<file path="config.mk">
export PLATFORM = sky130hd
export DESIGN_NAME = rce_sixteen_bit_counting_mode_control
export DESIGN_NICKNAME = d
export VERILOG_FILES = /design/src/design/rce_pkg.sv /design/src/design/rce_sixteen_bit_counting_mode_control.sv
export SDC_FILE = /design/constraint.sdc
export NUM_CORES = 1
export LEC_CHECK = 0
export ABC_CLOCK_PERIOD_IN_PS = 19530
export BUFFER_PORTS_ARGS = -buffer_cell sky130_fd_sc_hd__buf_2
export CAP_MARGIN = 15
export CORE_MARGIN = 8
export CORE_UTILIZATION = 28
export DETAILED_ROUTE_END_ITERATION = 6
export PLACE_DENSITY = 0.56
export SLEW_MARGIN = 5
export SYNTH_ARGS = -nofsm -noshare
export SYNTH_HDL_FRONTEND = slang
export SYNTH_SLANG_ARGS = --single-unit
export TNS_END_PERCENT = 20
</file>
<file path="constraint.sdc">
create_clock -name clk_i -period 19.53 [get_ports clk_i]
set_input_delay 0.9765 -clock clk_i [delete_from_list [all_inputs] [get_ports clk_i]]
set_output_delay 0.9765 -clock clk_i [all_outputs]
set_load 0.01 [all_outputs]
</file>
<file path="src/design/rce_pkg.sv">
package rce_pkg;

  // Register indices; byte address is four times the index
  localparam logic [7:0] IDX_CONTROL_ONE = 8'h00;
  localparam logic [7:0] IDX_CONTROL_TWO = 8'h02;
  localparam logic [7:0] IDX_EVENT_CONTROL = 8'h04;
  localparam logic [7:0] IDX_IRQ_ENABLE_CLEAR = 8'h08;
  localparam logic [7:0] IDX_IRQ_ENABLE_SET = 8'h0A;
  localparam logic [7:0] IDX_IRQ_FLAGS = 8'h0C;
  localparam logic [7:0] IDX_DEBUG_HALT_CONTROL = 8'h0E;
  localparam logic [7:0] IDX_SYNC_PENDING_STATUS = 8'h10;
  localparam logic [7:0] IDX_TIMESTAMP = 8'h64;

  localparam logic [9:0] A_CONTROL_ONE = {IDX_CONTROL_ONE, 2'h0};
  localparam logic [9:0] A_CONTROL_TWO = {IDX_CONTROL_TWO, 2'h0};
  localparam logic [9:0] A_EVENT_CONTROL = {IDX_EVENT_CONTROL, 2'h0};
  localparam logic [9:0] A_IRQ_ENABLE_CLEAR = {IDX_IRQ_ENABLE_CLEAR, 2'h0};
  localparam logic [9:0] A_IRQ_ENABLE_SET = {IDX_IRQ_ENABLE_SET, 2'h0};
  localparam logic [9:0] A_IRQ_FLAGS = {IDX_IRQ_FLAGS, 2'h0};
  localparam logic [9:0] A_DEBUG_HALT_CONTROL = {IDX_DEBUG_HALT_CONTROL, 2'h0};
  localparam logic [9:0] A_SYNC_PENDING_STATUS = {IDX_SYNC_PENDING_STATUS, 2'h0};
  localparam logic [9:0] A_TIMESTAMP = {IDX_TIMESTAMP, 2'h0};

  // Field positions
  localparam int unsigned C1_SOFT_RESET_BIT = 0;
  localparam int unsigned C1_ENABLE_BIT = 1;
  localparam int unsigned EV_TAMPER_IN_BIT = 16;
  localparam int unsigned EV_OVERFLOW_OUT_BIT = 15;
  localparam int unsigned EV_TAMPER_OUT_BIT = 14;

  // Writable bits and reset values
  localparam logic [15:0] CONTROL_TWO_MASK = 16'h77F3;
  localparam logic [31:0] EVENT_CONTROL_MASK = 32'h0001CFFF;
  localparam logic [15:0] IRQ_MASK = 16'hCFFF;
  localparam logic [15:0] CONTROL_TWO_RESET = 16'h0000;
  localparam logic [31:0] EVENT_CONTROL_RESET = 32'h00000000;
  localparam logic [15:0] IRQ_RESET = 16'h0000;
  localparam logic DEBUG_RESET = 1'h0;

  // Cycles from a write of enable or soft reset until it takes effect
  localparam logic [1:0] SYNC_CYCLES = 2'h3;

  localparam logic [1:0] RESP_OKAY = 2'h0;
  localparam logic [1:0] RESP_SLVERR = 2'h2;

  typedef struct packed {
    logic spare15;
    logic [2:0] active_layer_divider;
    logic spare11;
    logic [2:0] debounce_divider;
    logic timestamp_dma_request_on;
    logic active_layer_output_on;
    logic debouncer_async_select;
    logic debouncer_majority_select;
    logic [1:0] spare3;
    logic upper_spare_regs_select;
    logic lower_spare_regs_select;
  } rce_ctrl2_t;

  // Shared layout of flags, interrupt enables and event outputs
  typedef struct packed {
    logic overflow_source;
    logic tamper;
    logic [1:0] spare;
    logic [3:0] match_source;
    logic [7:0] interval_source;
  } rce_irq_t;

endpackage : rce_pkg

</file>
<file path="src/design/rce_sixteen_bit_counting_mode_control.sv">
// Design decision made here: the AXI4-Lite register port.
module rce_sixteen_bit_counting_mode_control
  import rce_pkg::*;
#(
  parameter int unsigned TAMPER_INPUTS = 5
)
(
  input wire logic clk_i,
  input wire logic rst_i,
  input wire logic [9:0] s_axi_awaddr_i,
  input wire logic s_axi_awvalid_i,
  output logic s_axi_awready_o,
  input wire logic [31:0] s_axi_wdata_i,
  input wire logic [3:0] s_axi_wstrb_i,
  input wire logic s_axi_wvalid_i,
  output logic s_axi_wready_o,
  output logic [1:0] s_axi_bresp_o,
  output logic s_axi_bvalid_o,
  input wire logic s_axi_bready_i,
  input wire logic [9:0] s_axi_araddr_i,
  input wire logic s_axi_arvalid_i,
  output logic s_axi_arready_o,
  output logic [31:0] s_axi_rdata_o,
  output logic [1:0] s_axi_rresp_o,
  output logic s_axi_rvalid_o,
  input wire logic s_axi_rready_i,
  input wire logic [15:0] count_i,
  input wire logic overflow_i,
  input wire logic [3:0] match_i,
  input wire logic [7:0] interval_i,
  input wire logic tamper_detect_i,
  input wire logic tamper_capture_evt_i,
  input wire logic [TAMPER_INPUTS-1:0] tamper_pin_i,
  output rce_irq_t evt_o,
  output logic irq_o,
  output logic dma_req_o,
  output logic active_layer_clk_o,
  output logic [TAMPER_INPUTS-1:0] tamper_level_o,
  output logic [3:0] match_channel_on_o,
  output logic [3:0] spare_regs_on_o,
  output logic enabled_o,
  output logic debug_run_o
);

  logic aw_held;
  logic w_held;
  logic [9:0] wr_addr;
  logic [31:0] wr_data;
  logic [3:0] wr_strb;
  logic enable_bit;
  logic enabled;
  logic [1:0] soft_reset_trigger_cnt;
  logic [1:0] en_cnt;
  rce_ctrl2_t ctrl2;
  logic [31:0] event_control;
  rce_irq_t inten;
  rce_irq_t flags;
  logic [15:0] timestamp;
  logic debug_run;
  logic [7:0] div_cnt;
  logic [31:0] rd_data;
  logic [1:0] rd_resp;

  // Bus handshake
  wire aw_take = s_axi_awvalid_i && !aw_held;
  wire w_take = s_axi_wvalid_i && !w_held;
  wire wr_fire = aw_held && w_held && !s_axi_bvalid_o;
  wire rd_fire = s_axi_arvalid_i && !s_axi_rvalid_o;
  assign s_axi_awready_o = !aw_held;
  assign s_axi_wready_o = !w_held;
  assign s_axi_arready_o = !s_axi_rvalid_o;

  // Write decode
  wire [31:0] wmask = {{8{wr_strb[3]}}, {8{wr_strb[2]}}, {8{wr_strb[1]}}, {8{wr_strb[0]}}};
  wire [31:0] wbits = wr_data & wmask;
  wire hit_c1 = wr_fire && (wr_addr == A_CONTROL_ONE);
  wire hit_c2 = wr_fire && (wr_addr == A_CONTROL_TWO);
  wire hit_ev = wr_fire && (wr_addr == A_EVENT_CONTROL);
  wire hit_clr = wr_fire && (wr_addr == A_IRQ_ENABLE_CLEAR);
  wire hit_set = wr_fire && (wr_addr == A_IRQ_ENABLE_SET);
  wire hit_flags = wr_fire && (wr_addr == A_IRQ_FLAGS);
  wire hit_dbg = wr_fire && (wr_addr == A_DEBUG_HALT_CONTROL);
  wire wr_mapped = hit_c1 || hit_c2 || hit_ev || hit_clr || hit_set || hit_flags || hit_dbg
                   || (wr_addr == A_SYNC_PENDING_STATUS) || (wr_addr == A_TIMESTAMP);

  wire soft_reset_trigger_busy = soft_reset_trigger_cnt != 2'h0;
  wire soft_reset_trigger_done = soft_reset_trigger_cnt == 2'h1;
  wire en_busy = en_cnt != 2'h0;
  wire soft_reset_trigger_req = hit_c1 && wbits[C1_SOFT_RESET_BIT];
  wire en_write = hit_c1 && wmask[C1_ENABLE_BIT] && !soft_reset_trigger_req && !soft_reset_trigger_busy;
  wire protected_ok = !enable_bit && !enabled && !soft_reset_trigger_busy;
  wire c2_write = hit_c2 && protected_ok;
  wire ev_write = hit_ev && protected_ok;
  wire ts_read = rd_fire && (s_axi_araddr_i == A_TIMESTAMP);
  wire ts_capture = enabled && event_control[EV_TAMPER_IN_BIT] && tamper_capture_evt_i;

  wire [15:0] next_ctrl2 = (ctrl2 & ~wmask[15:0]) | (wbits[15:0] & CONTROL_TWO_MASK);
  wire [31:0] next_event_control = (event_control & ~wmask) | (wbits & EVENT_CONTROL_MASK);
  wire [15:0] set_bits = wbits[15:0] & IRQ_MASK;
  wire [15:0] next_inten = hit_set ? (inten | set_bits) : (inten & ~set_bits);

  // Match channels 0 and 1 give way to spare registers; channels 2 and 3 stay on
  assign match_channel_on_o = {2'h3, ~ctrl2.upper_spare_regs_select, ~ctrl2.lower_spare_regs_select};
  assign spare_regs_on_o = {{2{ctrl2.upper_spare_regs_select}}, {2{ctrl2.lower_spare_regs_select}}};

  // Hardware sources, gated by the block enable and channel use
  rce_irq_t src;
  assign src.overflow_source = enabled && overflow_i;
  assign src.tamper = enabled && tamper_detect_i;
  assign src.spare = 2'h0;
  assign src.match_source = enabled ? (match_i & match_channel_on_o) : 4'h0;
  assign src.interval_source = enabled ? interval_i : 8'h00;

  // Flag clears; a source in the same cycle wins
  wire [15:0] flag_clr = (hit_flags ? set_bits : 16'h0000)
                         | ((ts_read && ctrl2.timestamp_dma_request_on) ? 16'h4000 : 16'h0000);
  wire [15:0] next_flags = (flags & ~flag_clr) | src;

  // Event outputs gated by their enables
  rce_irq_t next_evt;
  assign next_evt.overflow_source = src.overflow_source && event_control[EV_OVERFLOW_OUT_BIT];
  assign next_evt.tamper = src.tamper && event_control[EV_TAMPER_OUT_BIT];
  assign next_evt.spare = 2'h0;
  assign next_evt.match_source = src.match_source & event_control[11:8];
  assign next_evt.interval_source = src.interval_source & event_control[7:0];

  // Divider tap for the debounce sample tick
  wire [8:0] deb_span = 9'h002 << ctrl2.debounce_divider;
  wire [8:0] deb_mask = deb_span - 9'h001;
  wire deb_tick = enabled && ((div_cnt & deb_mask[7:0]) == deb_mask[7:0]);

  always_ff @(posedge clk_i or posedge rst_i)
  begin
    if (rst_i)
    begin
      aw_held <= 1'b0;
      w_held <= 1'b0;
      wr_addr <= 10'h000;
      wr_data <= 32'h00000000;
      wr_strb <= 4'h0;
    end
    else
    begin
      if (aw_take)
      begin
        aw_held <= 1'b1;
        wr_addr <= s_axi_awaddr_i;
      end
      else if (wr_fire)
        aw_held <= 1'b0;
      if (w_take)
      begin
        w_held <= 1'b1;
        wr_data <= s_axi_wdata_i;
        wr_strb <= s_axi_wstrb_i;
      end
      else if (wr_fire)
        w_held <= 1'b0;
    end
  end

  always_ff @(posedge clk_i or posedge rst_i)
  begin
    if (rst_i)
    begin
      s_axi_bvalid_o <= 1'b0;
      s_axi_bresp_o <= RESP_OKAY;
    end
    else if (wr_fire)
    begin
      s_axi_bvalid_o <= 1'b1;
      s_axi_bresp_o <= wr_mapped ? RESP_OKAY : RESP_SLVERR;
    end
    else if (s_axi_bready_i)
      s_axi_bvalid_o <= 1'b0;
  end

  always_comb
  begin
    rd_resp = RESP_OKAY;
    if (s_axi_araddr_i == A_CONTROL_ONE)
      rd_data = {30'h00000000, enable_bit, soft_reset_trigger_busy};
    else if (s_axi_araddr_i == A_CONTROL_TWO)
      rd_data = {16'h0000, ctrl2};
    else if (s_axi_araddr_i == A_EVENT_CONTROL)
      rd_data = event_control;
    else if (s_axi_araddr_i == A_IRQ_ENABLE_CLEAR || s_axi_araddr_i == A_IRQ_ENABLE_SET)
      rd_data = {16'h0000, inten};
    else if (s_axi_araddr_i == A_IRQ_FLAGS)
      rd_data = {16'h0000, flags};
    else if (s_axi_araddr_i == A_DEBUG_HALT_CONTROL)
      rd_data = {31'h00000000, debug_run};
    else if (s_axi_araddr_i == A_SYNC_PENDING_STATUS)
      rd_data = {30'h00000000, en_busy, soft_reset_trigger_busy};
    else if (s_axi_araddr_i == A_TIMESTAMP)
      rd_data = {16'h0000, timestamp};
    else
    begin
      rd_data = 32'h00000000;
      rd_resp = RESP_SLVERR;
    end
  end

  always_ff @(posedge clk_i or posedge rst_i)
  begin
    if (rst_i)
    begin
      s_axi_rvalid_o <= 1'b0;
      s_axi_rdata_o <= 32'h00000000;
      s_axi_rresp_o <= RESP_OKAY;
    end
    else if (rd_fire)
    begin
      s_axi_rvalid_o <= 1'b1;
      s_axi_rdata_o <= rd_data;
      s_axi_rresp_o <= rd_resp;
    end
    else if (s_axi_rready_i)
      s_axi_rvalid_o <= 1'b0;
  end

  // Soft reset and enable synchronisation
  always_ff @(posedge clk_i or posedge rst_i)
  begin
    if (rst_i)
      soft_reset_trigger_cnt <= 2'h0;
    else if (soft_reset_trigger_req && !soft_reset_trigger_busy)
      soft_reset_trigger_cnt <= SYNC_CYCLES;
    else if (soft_reset_trigger_busy)
      soft_reset_trigger_cnt <= soft_reset_trigger_cnt - 2'h1;
  end

  always_ff @(posedge clk_i or posedge rst_i)
  begin
    if (rst_i)
    begin
      enable_bit <= 1'b0;
      enabled <= 1'b0;
      en_cnt <= 2'h0;
    end
    else if (soft_reset_trigger_done)
    begin
      enable_bit <= 1'b0;
      enabled <= 1'b0;
      en_cnt <= 2'h0;
    end
    else if (en_write)
    begin
      enable_bit <= wr_data[C1_ENABLE_BIT];
      en_cnt <= SYNC_CYCLES;
    end
    else if (en_busy)
    begin
      en_cnt <= en_cnt - 2'h1;
      if (en_cnt == 2'h1)
        enabled <= enable_bit;
    end
  end

  always_ff @(posedge clk_i or posedge rst_i)
  begin
    if (rst_i)
    begin
      ctrl2 <= rce_ctrl2_t'(CONTROL_TWO_RESET);
      event_control <= EVENT_CONTROL_RESET;
      inten <= rce_irq_t'(IRQ_RESET);
      flags <= rce_irq_t'(IRQ_RESET);
    end
    else if (soft_reset_trigger_done)
    begin
      ctrl2 <= rce_ctrl2_t'(CONTROL_TWO_RESET);
      event_control <= EVENT_CONTROL_RESET;
      inten <= rce_irq_t'(IRQ_RESET);
      flags <= rce_irq_t'(IRQ_RESET);
    end
    else
    begin
      if (c2_write)
        ctrl2 <= rce_ctrl2_t'(next_ctrl2);
      if (ev_write)
        event_control <= next_event_control;
      if (hit_set || hit_clr)
        inten <= rce_irq_t'(next_inten);
      flags <= rce_irq_t'(next_flags);
    end
  end

  // Timestamp capture and DMA request; a capture beats a read
  always_ff @(posedge clk_i or posedge rst_i)
  begin
    if (rst_i)
    begin
      timestamp <= 16'h0000;
      dma_req_o <= 1'b0;
    end
    else if (soft_reset_trigger_done)
    begin
      timestamp <= 16'h0000;
      dma_req_o <= 1'b0;
    end
    else if (ts_capture)
    begin
      timestamp <= count_i;
      dma_req_o <= ctrl2.timestamp_dma_request_on;
    end
    else if (ts_read)
      dma_req_o <= 1'b0;
  end

  // Debug run bit survives soft reset
  always_ff @(posedge clk_i or posedge rst_i)
  begin
    if (rst_i)
      debug_run <= DEBUG_RESET;
    else if (hit_dbg && wmask[0])
      debug_run <= wr_data[0];
  end

  always_ff @(posedge clk_i or posedge rst_i)
  begin
    if (rst_i)
    begin
      div_cnt <= 8'h00;
      active_layer_clk_o <= 1'b0;
      evt_o <= rce_irq_t'(IRQ_RESET);
    end
    else
    begin
      div_cnt <= enabled ? div_cnt + 8'h01 : 8'h00;
      active_layer_clk_o <= enabled && ctrl2.active_layer_output_on
                            && div_cnt[ctrl2.active_layer_divider];
      evt_o <= next_evt;
    end
  end

  assign irq_o = |(flags & inten);
  assign enabled_o = enabled;
  assign debug_run_o = debug_run;

  // Tamper input debouncers
  for (genvar g = 0; g < TAMPER_INPUTS; g++)
  begin : g_deb
    logic [2:0] pin_sync;
    logic stable;
    logic [2:0] hist;
    logic level;
    wire all_eq = (hist == 3'h7) || (hist == 3'h0);
    wire maj = (hist[0] & hist[1]) | (hist[0] & hist[2]) | (hist[1] & hist[2]);
    always_ff @(posedge clk_i or posedge rst_i)
    begin
      if (rst_i)
      begin
        pin_sync <= 3'h0;
        stable <= 1'b0;
        hist <= 3'h0;
        level <= 1'b0;
      end
      else
      begin
        pin_sync <= {pin_sync[1:0], tamper_pin_i[g]};
        if (pin_sync[1] == pin_sync[2])
          stable <= pin_sync[2];
        if (deb_tick)
          hist <= {hist[1:0], stable};
        if (ctrl2.debouncer_async_select)
          level <= stable;
        else if (ctrl2.debouncer_majority_select)
          level <= maj;
        else if (all_eq)
          level <= hist[0];
      end
    end
    assign tamper_level_o[g] = level;
  end
endmodule : rce_sixteen_bit_counting_mode_control

</file>
-- Yosys cells after proc, flatten, opt, wreduce, memory -nomap -nowiden
Cells that the tools add are included.
- memory bits (writable): 0
- input port bits: 99
- flip-flop bits (word level): 238
- ROM bits: 0
- bits in latches: 0
- word-level logic and storage cells: 303
- memories kept: 0
- output and inout port bits: 75
- shift operators: 1
- mux-type cells: 70
- magnitude comparators: 1
- multiply operators: 0
- div/mod/pow operators: 0
- bitwise logic cells: 46
- reduce and logical (&&, ||, !) cells: 86
- eq/ne operators: 30
- $add $sub $neg: 4
- operators by type and width (cell ; number):
    16-bit 2-to-1 mux ; 14
    32-bit 2-to-1 mux ; 5
    10-bit by 6-bit equality test with 1-bit output, second input constant ; 8
    16-bit AND ; 4
    16-bit inverter ; 3
    1-bit logical AND ; 33
    32-bit AND ; 1
    1-bit 2-to-1 mux ; 32
    32-bit inverter ; 1
    16-bit by 15-bit OR with 16-bit output ; 2
    16-bit OR ; 2
    32-bit by 17-bit OR with 32-bit output ; 1
    2-bit 2-to-1 mux ; 14
    2-bit nonzero test ; 14
    3-bit nonzero test ; 7
    10-bit by 4-bit equality test with 1-bit output, second input constant ; 2
    10-bit by 5-bit equality test with 1-bit output, second input constant ; 2
    10-bit by 7-bit equality test with 1-bit output, second input constant ; 2
    10-bit by 9-bit equality test with 1-bit output, second input constant ; 2
    10-bit zero test ; 2
    17-bit AND ; 1
    8-bit AND ; 2
    8-bit 2-to-1 mux ; 2
    16-bit OR reduction ; 1
    other kinds (21) ; 81

-- Depth between registers and ports, before layout
Gate-level depths: netlist of run 1.
- word-level depth: 12
- gate-level depth with buffers: 8
- gate-level depth less buffers: 7

-- Least setup slack after synthesis of run 1
OpenSTA, ideal clock, no wires.
- kind: input to register
- from: input port s_axi_araddr_i[3]
- to: register s_axi_rdata_o[16]
- data arrival time: 2.484 ns
- required time: 19.465 ns
- setup slack: 16.980 ns
- stages: 8
- setup time: 0.065 ns
- buffers on the path: 3
- path through: buf_2 -> nor3b_2 -> and2_1 -> buf_4 -> nand2_1 -> nor3_2 -> buf_4 -> a22o_1
- cells in the longest elaborated chain, start to end: 4
- elaborated cells on any way between the ends: 6
- classes of those cells: eq/ne: 2; mux: 3; reduce/logical: 1
- RTL lines (what ; line ; RTL):
    from (decl) ; rce_sixteen_bit_counting_mode_control.sv:20 ; input wire logic [9:0] s_axi_araddr_i,
    10-bit by 5-bit equality test with 1-bit output ; rce_sixteen_bit_counting_mode_control.sv:185 ; else if (s_axi_araddr_i == A_EVENT_CONTROL)
    32-bit 2-to-1 mux ; rce_sixteen_bit_counting_mode_control.sv:185 ;
    32-bit 2-to-1 mux ; rce_sixteen_bit_counting_mode_control.sv:183 ; else if (s_axi_araddr_i == A_CONTROL_TWO)
    32-bit 2-to-1 mux (*) ; rce_sixteen_bit_counting_mode_control.sv:181 ; if (s_axi_araddr_i == A_CONTROL_ONE)
    to (signal assigned) ; rce_sixteen_bit_counting_mode_control.sv:215 ; s_axi_rdata_o <= rd_data;
    to (decl) ; rce_sixteen_bit_counting_mode_control.sv:23 ; output logic [31:0] s_axi_rdata_o,
Mark *: on every way between the ends. The rest lies on a longest branch, timed or not.
A chain may end at the register's enable or synchronous reset.

-- Worst setup path in the final report of run 1
- from: register flags[8] in the netlist's numbering
- to: output port irq_o
- cells in the longest elaborated chain, start to end: 2
- RTL lines (what ; line ; RTL):
    from (decl) ; rce_sixteen_bit_counting_mode_control.sv:57 ; rce_irq_t flags;
    from (signal assigned) ; rce_sixteen_bit_counting_mode_control.sv:267 ; flags <= rce_irq_t'(IRQ_RESET);
    from (signal assigned) ; rce_sixteen_bit_counting_mode_control.sv:274 ; flags <= rce_irq_t'(IRQ_RESET);
    from (signal assigned) ; rce_sixteen_bit_counting_mode_control.sv:284 ; flags <= rce_irq_t'(next_flags);
    16-bit AND ; rce_sixteen_bit_counting_mode_control.sv:336 ; assign irq_o = |(flags & inten);
    16-bit OR reduction ; rce_sixteen_bit_counting_mode_control.sv:336 ;
    to (decl) ; rce_sixteen_bit_counting_mode_control.sv:35 ; output logic irq_o,
Every way passes these cells.

==> results of run 1 <==
## how the worst min path moves through the flow
stage	endpoint	from	slack, ps	depth (start not counted)
3_5_place_dp	g_deb[1].pin_sync[1]	g_deb[1].pin_sync[0]	330	0
4_1_cts	g_deb[2].pin_sync[1]	g_deb[2].pin_sync[0]	350	0
6_report	g_deb[3].pin_sync[1]	g_deb[3].pin_sync[0]	350	0
5_1_grt	g_deb[1].pin_sync[1]	g_deb[1].pin_sync[0]	350	0
3_3_place_gp	g_deb[3].pin_sync[1]	g_deb[3].pin_sync[0]	330	0
2_1_floorplan	g_deb[0].pin_sync[1]	g_deb[0].pin_sync[0]	330	0
## metrics by stage
step / util / cell area, um2 / hold WS, ps / power [uW]
2_1_floorplan: - / 10200 / 331 / 721
3_3_place_gp: 0.313 / 11400 / 335 / 792
3_5_place_dp: 0.313 / 11400 / 335 / 798
4_1_cts: 0.337 / 12200 / 348 / 1310
5_1_grt: 0.337 / 12200 / 355 / 1350
6_report: 0.338 / 12200 / 346 / 1290
## cell usage after synthesis (all sizes together), types with 13 or more instances
cell type and instances:
a21oi 63, a22o 52, a22oi 15, and2 26
and3 16, buf 27, clkbuf 42, dfrtp 232
inv 24, mux2 48, mux2i 37, nand2 57
nand3 38, nor2 66, o21ai 21, o31ai 13
## cell type report
type	instances	area (um2)
Fill cell	3747	24000
Sequential cell	232	5810
Multi-Input combinational cell	575	3980
Timing Repair Buffer	169	888
Clock buffer	39	833
Tap cell	468	586
Inverter	24	97.6
Clock inverter	4	45.0
Antenna cell	2	5.00
## critical path: stages (launching register included)
cell and delay (ps):
sky130_fd_sc_hd__dfrtp_1 400, sky130_fd_sc_hd__a22oi_1 230, sky130_fd_sc_hd__nand2_1 80, sky130_fd_sc_hd__a221oi_1 260
sky130_fd_sc_hd__nand4_1 130, sky130_fd_sc_hd__buf_2 170
## placed cells by master (no fill, tap or decap), types with 29 or more instances in the layout
cell type and n:
sky130_fd_sc_hd__buf_2 152, sky130_fd_sc_hd__mux2_2 48, sky130_fd_sc_hd__nor2_1 66, sky130_fd_sc_hd__dfrtp_1 232, sky130_fd_sc_hd__nand2_1 57, sky130_fd_sc_hd__a21oi_1 63, sky130_fd_sc_hd__clkbuf_16 29, sky130_fd_sc_hd__mux2i_1 37
sky130_fd_sc_hd__nand3_1 36, sky130_fd_sc_hd__a22o_1 52
## layer usage
metal  up-vias  track usage  part of all wire
met1      3688        0.191              0.45
met4        12       0.0357             0.024
met5         -            0            0.0023
met3        54       0.0379             0.072
li1       3484            -                 -
met2       224        0.219              0.45
## state kept, by name, indices dropped and copies added, names as in the netlist, 8 cells and up
name,flops
evt_o,14
wr_addr,10
flags,14
s_axi_rdata_o,32
timestamp,16
event_control,32
inten,14
wr_data,17
g_deb.hist,15
g_deb.pin_sync,15
div_cnt,8
ctrl2,14
## where the power goes
| group | internal (uW) | switching [uW] |
|---|---|---|
| logic | 77.6 | 111 |
| clock network | 305 | 198 |
| registers | 527 | 68.0 |
| total | 909 | 378 |
## logic make-up after synthesis
family                     after synthesis
and+or+nand+nor                        255
DFF                                    232
AOI/OAI and AO/OA                      210
buffers and inverters                   93
muxes                                   87
adders and majority gates               10
xor gates and xnor gates                 7
other                                    2
==> flow_results.org, run 1 <==
** CTS
- In this run the deepest clock path goes through 3 buffers.
- H-tree lvl count :: 1
- The number of hold buffers added after CTS was 0.
- Buffers inserted during clock tree synthesis total 28.
- In this run the clock root is driven by a sky130_fd_sc_hd__clkbuf_16.
- Clock latency on the worst-skew pair, taken at its later pin, is 550 ps.
- The number of gates resized after CTS was 0.
- Clock tree synthesis found a total of approximately 230 sinks.
- After clock tree synthesis, the clock-pin slew on the worst setup and hold paths is 60 ps.
- Post-CTS Setup Repair Bufs :: 0
- TritonCTS clock tree :: done

** STA
- Setup TNS after final layout :: 0 ps
- Rel. slew slack :: 0.358
- Worst Slack Setup Final :: 16740 ps
- Total setup violations reported at the end of the flow :: 0
- Count of final hold-check violations :: 0
- Across the routed clock network, the largest skew measured is 34.0 ps.
- Dividing the final minimum period by the clock period gives 0.143.
- The clock period could shrink to 2790 ps.
- Max Transition Viols Final :: 0
- For the pin with the worst max-slew slack, the measured transition is 964 ps.
- Timing would allow up to about 360 MHz.
- Unrepaired setup endpoints after global routing :: no

** Final layout
- Total number of nets in the final design :: approximately 1100
- Area added between synthesis and finish :: 20.0%
- Excluding fillers, the count of instances in the completed layout stands at about 1500.
- Of the cells placed in the final design, the portion with a size suffix greater than 1 is 0.268.

** Route
- After the first detailed-routing iteration, the DRC count stood at 468.
- The first TritonRoute pass finished after 5 iterations.
- Post-detailed-route via-to-cell ratio :: 4.93
- After detailed routing, the average wire length per cell comes to 20.0 um.
- After detailed routing, the number of remaining DRC violations is 0.
- DRT antenna net count :: 0
- Routed WL :: 30200 um
- Count of vias placed by the detailed router :: 7462

** Power
- Leakage power of the design :: 0.00596 uW
- Power spread over the standard cell area amounts to 105 mW/mm2.
- IR analysis of the VDD net gives a maximum drop of 70.2 uV.

** Placement
- Placed wire-length estimate after detailed placement :: 21600 um
- Post-placement cell count :: 1467
- Routability-driven placement finished with a final weighted congestion of 0.828.
- At the placement stage, the worst setup path has a slack of 16220 ps.
- In this run the tool buffered the top-level ports with 152 buffer cells.

** Synthesis
- Yosys top cell by area :: sky130_fd_sc_hd__dfrtp_1
- Of the synthesized area, sequential elements account for 0.569.
- In this run, distinct cell masters in the synthesized netlist total 63.
- Total of flip-flops plus latches after synthesis :: 232
- After technology mapping, the gate count stands at around 900.
- By area the synthesized netlist is led by sky130_fd_sc_hd__dfrtp_1 57%, sky130_fd_sc_hd__mux2_2 5.3%, sky130_fd_sc_hd__a22o_1 4.5%.
- Of the total synthesized cell area, the portion taken by full adders, half adders and majority gates is 0.0110.
- Area fraction in compound gates after synthesis :: 0.143
- Share of the synthesized area in the top cell type :: 0.569
- Per-instance average area after synthesis :: 11.4 um2
- Counting flops with a built-in enable in the synthesized netlist gives 0.
- Netlist area before placement :: between 0.01 and 0.015 mm2
- Of the total synthesized cell area, the portion taken by XOR and XNOR cells is 0.00601.
- Multiplexer share of the synthesized area :: 0.0937
- Among all flip-flop cells after synthesis, the most frequent one is sky130_fd_sc_hd__dfrtp_1.
- Largest family of logic cells by synthesized area :: compound AO/OA/AOI/OAI gates
- Area fraction in and, or, nand and nor cells after synthesis :: 0.132
- After synthesis, the share of flip-flops with an asynchronous set or reset is 1.00.
- Count of yosys warnings during synthesis :: 0

** Critical path
- Source of the critical timing path :: flags[8]
- CP Capture Type :: output port
- By startpoint and endpoint, the worst setup path is classified as flip-flop to output port.
- The startpoint identified for the worst register-to-register timing path is soft_reset_trigger_cnt[1].
- Data arrival at the endpoint of the critical path :: 1810 ps
- Worst flop-to-flop path endpoint :: ctrl2[11]
- Max FO, Critical Path :: 3
- Last element of the critical path :: irq_o
- STA puts the critical path data required time at 18550 ps.
- Worst reg-to-reg path cell count :: 6
- R2r setup slk :: 16860 ps
- Startpoint kind of the worst setup timing path :: flip-flop

** Floorplanning
- Vertical extent of the die :: 207 um
- For this configuration, the core starts out at a cell density of 0.281.
- Pin placement for this block handled 174 I/O pins.
- Total Die Area :: 0.0428 mm2
- Std-Cell Rows :: 70
- Total core area :: 0.0363 mm2
- Floorplan die width :: ~210 um

** GRT
- Number of global-route vias before repair :: 7580
- GRT Overall Usage :: 0.140
- Global-route congestion overflow total :: 0
- First-pass GRT wire length :: 46400 um
- Number of antenna violations at the first check in global routing :: 8
- Largest net degree at the start of global routing :: 87

** Run status
- The flow ran to the end, and the final reports show no timing, DRC or antenna violations.

** Worst hold path
- The path class of the tightest hold or removal check is flip-flop to flip-flop.

** Job
- Max cap viols :: 0
Note: power is estimated with default switching activity, not from simulation.
==> inputs of run 2 (changes only) <==
- ABC_CLOCK_PERIOD_IN_PS: 19530 -> 2750
- clock period: 19.53 -> 2.75 ns (I/O delays scaled with it)
==> run 2 against run 1 <==
Against the previous run:
- the flow now finishes with violations (negative hold slack)
- global-route usage rose by 0.22 points
- critical path type is now flip-flop to flip-flop
- clock power rose to 6.9 times the previous value
- non-clock buffer count increased by 89
==> flow_results.org, run 2 (same netlist as run 1, synthesis figures left out) <==
** Run status
- The flow ran to the end, but the final reports show violations.
- Failing checks :: negative hold slack

** GRT
- For this run the aggregate overflow at the end of global routing stands at 0.
- Entering global routing, the biggest net connects roughly 60 pins.
- Number of antenna violations at the first check in global routing :: 8
- GRT Overall Usage :: 0.142
- Number of global-route vias before repair :: 7916
- The first global-routing pass estimated around 47000 um of wire.

** Route
- DRT antenna net count :: 0
- Wirelength per Cell :: 19.1 um
- Length of the first detailed-routing pass in iterations :: 5
- In the routed design, unresolved DRC markers number 0.
- Wires add up to 30700 um.
- The first routing iteration left 543 violations.
- In the routed layout, each cell is associated on average with a via count of 4.88.
- Count of vias placed by the detailed router :: 7844

** Worst hold path
- For hold timing, the worst endpoint is flags[8].
- Path type of the worst min-delay path :: primary input to flip-flop
- Launch point of the worst hold path :: match_i[0]
- The worst hold path passes through 3 cells.

** Critical path
- In this run the critical register-to-register path is launched from soft_reset_trigger_cnt[1].
- Data arrival at the endpoint of the critical path :: 2870 ps
- The number of cells on the worst reg-to-reg path is 8.
- The critical path in this run is classified as flip-flop to flip-flop.
- In this run the worst path has a maximum fanout of 8.
- The endpoint identified for the worst register-to-register timing path is ctrl2[5].
- The worst setup path is captured at a flip-flop.
- STA puts the critical path data required time at 3170 ps.
- The critical path starts at soft_reset_trigger_cnt[1].
- R2r setup slk :: a little under 300 ps
- STA classifies the critical path startpoint as a flip-flop.

** Final layout
- Area added between synthesis and finish :: 28.7%
- At the end of the flow the core is filled with cells to 0.362.
- Share of post-route cells with drive strength above 1 :: 0.263
- The library cells used most frequently in the layout, excluding fill and tap cells, are 232 x sky130_fd_sc_hd__dfrtp_1, 152 x sky130_fd_sc_hd__buf_2, 72 x sky130_fd_sc_hd__dlygate4sd3_1, 66 x sky130_fd_sc_hd__nor2_1, 63 x sky130_fd_sc_hd__a21oi_1.
- Leaving out fill and tap cells, the most frequent cell in the layout is sky130_fd_sc_hd__dfrtp_1.
- The largest registers in the layout are event_control (32), s_axi_rdata_o (32), wr_data (17).
- Total number of nets in the final design :: around 1200
- The finished cells cover 0.0131 mm2.
- The count of cells in the finished layout, fillers not included, comes to approximately 1600.

** STA
- Rel. slew slack :: 0.545
- The hold violation count in the final report came to 1.
- Ratio of final minimum period to clock period :: 0.893
- Clock skew on the completed layout was measured at ~17 ps.
- Setup repair after global routing left no endpoint under its margin.
- The tightest hold path in the finished design has a slack of -1.33 ps.
- The final count of pins violating max slew came to 0.
- Setup violations remaining at the end of the flow were counted as 0.
- Post-route minimum period :: roughly 2500 ps
- Transition time at the pin with the least slew margin :: 682 ps
- Upper clock frequency limit :: 407 MHz
- Worst Slack Setup Final :: 295 ps

** Placement
- Number of buffers inserted by port buffering :: 152
- Placed wire-length estimate after detailed placement :: roughly 22000 um
- Post-placement cell count :: 1485
- Routability-driven placement finished with a final weighted congestion of 0.815.
- OpenSTA, run right after detailed placement, puts the worst setup slack at around 280 ps.
- After detailed placement, the total cell area comes to between 0.01 and 0.015 mm2.

** CTS
- Clock latency on the worst-skew pair, taken at its later pin, is 540 ps.
- Total CTS buffers :: 27
- Total number of clock tree sinks :: 232
- After clock tree synthesis, the clock-pin slew on the worst setup and hold paths is 60 ps.
- Post-CTS Setup Repair Bufs :: 0
- Bufs on Longest Clock Path :: 3
- TritonCTS clock tree :: done
- In this run the number of H-tree levels came out at 1.
- CTS placed an instance of sky130_fd_sc_hd__clkbuf_16 at the clock tree root.

** Job
- The tool flagged a number of max-cap violations equal to 0.

** Floorplanning
- Number of top-level pins :: approximately 170
- Vertical extent of the die :: 207 um
- The die covers 0.0428 mm2.
- The core region is 0.0363 mm2.
- Std-Cell Rows :: 70
- Floorplan die width :: 207 um
- For this configuration, the core starts out at a cell density of 0.281.

** Power
- Summed over all cells, the static leakage comes to 0.00635 uW.
- Across the VDD grid, the largest voltage drop is 559 uV.
- Total power density per cell area :: 701 mW/mm2
- Post-layout total power :: 9200 uW
run 2: cell types whose count changed in the layout (fill, tap and decap cells not counted):
cell | before | now
sky130_fd_sc_hd__clkinv_4 | 0 | 1
sky130_fd_sc_hd__clkbuf_16 | 29 | 27
sky130_fd_sc_hd__buf_4 | 17 | 29
sky130_fd_sc_hd__inv_8 | 1 | 0
sky130_fd_sc_hd__dlygate4sd3_1 | 0 | 72
sky130_fd_sc_hd__diode_2 | 2 | 3
sky130_fd_sc_hd__nor3_2 | 3 | 2
sky130_fd_sc_hd__clkbuf_8 | 7 | 10
sky130_fd_sc_hd__clkinvlp_4 | 0 | 2
sky130_fd_sc_hd__nor3_1 | 3 | 4
sky130_fd_sc_hd__clkbuf_1 | 3 | 4
sky130_fd_sc_hd__bufinv_16 | 1 | 0
sky130_fd_sc_hd__buf_12 | 0 | 5
run 2: worst max path at each step:
| stage | cells after the start | to | slack (ps) |
|---|---|---|---|
| 4_1_cts | 8 | ctrl2[5] | 260 |
| 5_1_grt | 8 | ctrl2[5] | 120 |
| 2_1_floorplan | 1 | active_layer_clk_o | -420 |
| 6_report | 8 | ctrl2[5] | 300 |
| 3_5_place_dp | 7 | ctrl2[3] | 280 |
| 3_3_place_gp | 7 | ctrl2[3] | 360 |
run 2: routing by layer:
| layer | GRT usage | vias up | wire, um |
|---|---|---|---|
| met5 | 0 | - | 58 |
| met4 | 0.0352 | 10 | 757 |
| met3 | 0.0393 | 53 | 2360 |
| met2 | 0.223 | 223 | 14100 |
| met1 | 0.193 | 3892 | 13400 |
| li1 | - | 3666 | - |
run 2: final cells by class:
type	instances	area (um2)
antenna	3	7.51
clock buffer	41	828
clock inverter	5	31.3
fill	3687	23100
inverter	24	93.8
multi-input combinational	575	3980
sequential	232	5810
tap	468	586
timing repair buffer	258	1800
run 2: timing repair:
action,in CTS,in global routing
hold endpoints to repair,107,0
hold buffers,72,0
resized for setup,0,0
run 2: through the flow:
| step | hold WS [ps] | TNS, ps |
|---|---|---|
| finish | -1.33 | 0 |
| CTS | 3.76 | 0 |
| floorplan | 169 | -98240 |
| global route | 5.13 | 0 |
| global placement | 247 | 0 |
| detailed placement | 247 | 0 |
run 2: critical path: stages (launching register included):
cell	delay, ps
sky130_fd_sc_hd__dfrtp_1	360
sky130_fd_sc_hd__inv_1	100
sky130_fd_sc_hd__ha_1	240
sky130_fd_sc_hd__or3b_2	500
sky130_fd_sc_hd__nor4_4	230
sky130_fd_sc_hd__buf_4	220
sky130_fd_sc_hd__nand4_2	350
sky130_fd_sc_hd__mux2i_1	270
sky130_fd_sc_hd__nor2_1	50
run 2: power by group:
| part | switching [uW] | internal, uW | leakage, uW | total, uW |
|---|---|---|---|---|
| sequential | 447 | 3740 | 0.00309 | 4190 |
| clock | 1390 | 2050 | 0.000425 | 3450 |
| combinational | 875 | 688 | 0.00283 | 1560 |
==> inputs of run 3 (changes only) <==
- BUFFER_PORTS_ARGS: -buffer_cell sky130_fd_sc_hd__buf_2 -> -buffer_cell sky130_fd_sc_hd__buf_4
- CORE_UTILIZATION: 28 -> 55
- PLACE_DENSITY: 0.56 -> 0.88
==> run 3 against run 2 <==
Against the previous run:
- routed wire length shrank 9.3%
- global-route usage grew 9.9 points
- the flow now finishes without violations
- register-to-register slack gained 60 ps
- sequential power is essentially flat
- non-clock buffer count shrank 5
- largest power group unchanged
==> flow_results.org, run 3 (same netlist as run 1, synthesis figures left out) <==
** Critical path
- Required @ worst endpoint :: around 3100 ps
- Worst reg-to-reg path cell count :: 8
- The worst setup path is launched from a flip-flop.
- The worst register-to-register path begins at soft_reset_trigger_cnt[0].
- In this run the worst path has a maximum fanout of 8.
- CP Capture Type :: flip-flop
- R2r setup slk :: 360 ps
- Data arrives at the worst endpoint at 2780 ps.
- Worst flop-to-flop path endpoint :: ctrl2[4]
- Path type of the worst setup path :: flip-flop to flip-flop

** Power
- Post-layout total power :: 9120 uW
- Leakage power of the design :: ~0.0064 uW
- Total power density per cell area :: 694 mW/mm2
- VDD IR-drop max :: 477 uV

** Final layout
- The multi-input combinational cells in the finished layout cover a total of approximately 0.0040 mm2.
- Fill cells in the final layout number 1213.
- Area added between synthesis and finish :: 28.9%
- The top cell types in the final layout, fill and taps aside, are 232 x sky130_fd_sc_hd__dfrtp_1, 176 x sky130_fd_sc_hd__buf_4, 72 x sky130_fd_sc_hd__dlygate4sd3_1, 66 x sky130_fd_sc_hd__nor2_1, 63 x sky130_fd_sc_hd__a21oi_1.
- Leading cell type in the layout, fill and taps excluded :: sky130_fd_sc_hd__dfrtp_1
- Registers take ~0.0058 mm2.
- Leading registers by flop count :: event_control (32), s_axi_rdata_o (32), wr_data (17)
- For this run, the share of the core covered by cells in the final layout is 0.712.
- Total number of nets in the final design :: 1214
- Count of inserted antenna diode cells :: 0
- Share of post-route cells with drive strength above 1 :: 0.256
- With fillers left out, the area of the finished cells amounts to 0.0131 mm2.

** GRT
- For this run the aggregate overflow at the end of global routing stands at 0.
- Entering global routing, the biggest net connects 48 pins.
- Across every metal layer, demand over resource in global routing totals 0.242.
- The via count of the first global-routing pass was approximately 8400.
- Number of antenna violations at the first check in global routing :: 0
- First-pass GRT wire length :: 45800 um

** Placement
- The HPWL after detailed placement is 19100 um.
- Input and output buffers added on the ports amount to 152.
- Setup Slack @ Placement :: 386 ps
- Post-detailed-placement cell area :: approximately 0.012 mm2
- Final RePlAce weighted congestion :: 0.905

** STA
- At the pin with the least slew margin, the transition time is 1090 ps.
- Upper clock frequency limit :: 418 MHz
- Count of final hold-check violations :: 0
- Worst Slack Setup Final :: 355 ps
- Max Transition Viols Final :: 0
- Total setup violations reported at the end of the flow :: 0
- Setup repair after global routing left no endpoint under its margin.
- Of the available clock period, the critical path in the final layout requires 0.871.
- Across the routed clock network, the largest skew measured is 7.64 ps.
- The worst path needs 2390 ps of the cycle, external delays included.
- Rel. slew slack :: 0.270

** Route
- DRC :: 0
- Wirelength per Cell :: 20.4 um
- Once detail routing completed, the nets flagged for antenna violations numbered 0.
- In this run, the number of DRC markers left after iteration 0 of detailed routing was ~700.
- After detailed routing, the number of vias per cell comes to approximately 6.0.
- Count of vias placed by the detailed router :: 8188
- Routed WL :: 27800 um
- The first detailed-routing pass took 6 iterations.

** CTS
- Total number of clock tree sinks :: 232
- After clock tree synthesis, the repair step resized 0 gates.
- Source-to-sink clock delay at the later pin of the worst-skew pair :: just over 500 ps
- TritonCTS clock tree :: done
- Clock tree synthesis selected as its root buffer the cell sky130_fd_sc_hd__clkbuf_16.
- In this run the number of H-tree levels came out at 1.
- Post-CTS Setup Repair Bufs :: 0
- Total CTS buffers :: 24
- In this run the deepest clock path goes through 3 buffers.
- After clock tree synthesis, the clock-pin slew on the worst setup and hold paths is 60 ps.

** Floorplanning
- The core region is 0.0185 mm2.
- 174 I/O pins were placed.
- The die is 152 um tall.
- Std-Cell Rows :: 50
- For this configuration, the core starts out at a cell density of 0.553.
- Total Die Area :: 0.0232 mm2
- Floorplan die width :: between 150 and 200 um

** Worst hold path
- In this run the worst hold path is classified as primary input to flip-flop.
- Launch point of the worst hold path :: s_axi_araddr_i[9]
- For hold timing, the worst endpoint is s_axi_rdata_o[1].
- The worst hold path was traced through 4 stages.

** Run status
- The run finished with clean final reports.

** Job
- Max cap viols :: 0
==> run 3: stage by stage <==
| stage | setup TNS [ps] | hold slack, ps | cells |
|---|---|---|---|
| 2_1_floorplan | -98240 | 169 | 900 |
| 3_3_place_gp | 0 | 247 | 1246 |
| 3_5_place_dp | 0 | 249 | 1246 |
| 4_1_cts | 0 | 32.9 | 1361 |
| 5_1_grt | 0 | 80.1 | 1361 |
| 6_report | 0 | 57.5 | 1361 |
==> run 3: critical path, stage by stage (launching register included) <==
cell and delay [ps]:
sky130_fd_sc_hd__dfrtp_1 380, sky130_fd_sc_hd__inv_1 80, sky130_fd_sc_hd__ha_1 220, sky130_fd_sc_hd__or3b_2 520, sky130_fd_sc_hd__nor4_4 150, sky130_fd_sc_hd__buf_4 210, sky130_fd_sc_hd__nand4_2 350, sky130_fd_sc_hd__mux2i_1 270
sky130_fd_sc_hd__nor2_1 80
==> run 3: worst max path at each step <==
stage,slack (ps),start,cells past startpoint,endpoint
after global routing,220,soft_reset_trigger_cnt[0],8,ctrl2[5]
final,360,soft_reset_trigger_cnt[0],8,ctrl2[4]
after detailed placement,390,soft_reset_trigger_cnt[0],7,ctrl2[11]
after global placement,440,soft_reset_trigger_cnt[0],8,spare_regs_on_o[2]
after CTS,370,soft_reset_trigger_cnt[0],8,ctrl2[4]
after floorplan,-420,rst_i,1,active_layer_clk_o
==> run 3: report_power, final <==
| group | total (uW) | switching, uW | leakage, uW | internal [uW] |
|---|---|---|---|---|
| clock | 3390 | 1290 | 0.000415 | 2100 |
| sequential | 4170 | 434 | 0.00309 | 3740 |
| combinational | 1560 | 847 | 0.00289 | 708 |
==> run 3: area by class of cell <==
class | instances | share of cell area
inverter | 24 | 0.00714
timing repair buffer | 253 | 0.163
sequential | 232 | 0.442
clock inverter | 7 | 0.00838
multi-input combinational | 575 | 0.302
tap | 234 | 0.0223
clock buffer | 36 | 0.0553
==> run 3: layer usage <==
layer	part of all wire	routed length, um	track usage	vias up
met3	0.080	2240	0.0510	69
li1	-	-	-	3658
met5	0	0	0	-
met2	0.49	13800	0.404	374
met1	0.40	11100	0.313	4087
met4	0.025	700	0.0704	0
==> run 3: repair_timing <==
action                                  in CTS  in global routing
hold buffers                                72                  0
endpoints found under the setup margin       0                  0
endpoints found under the hold margin      112                  0
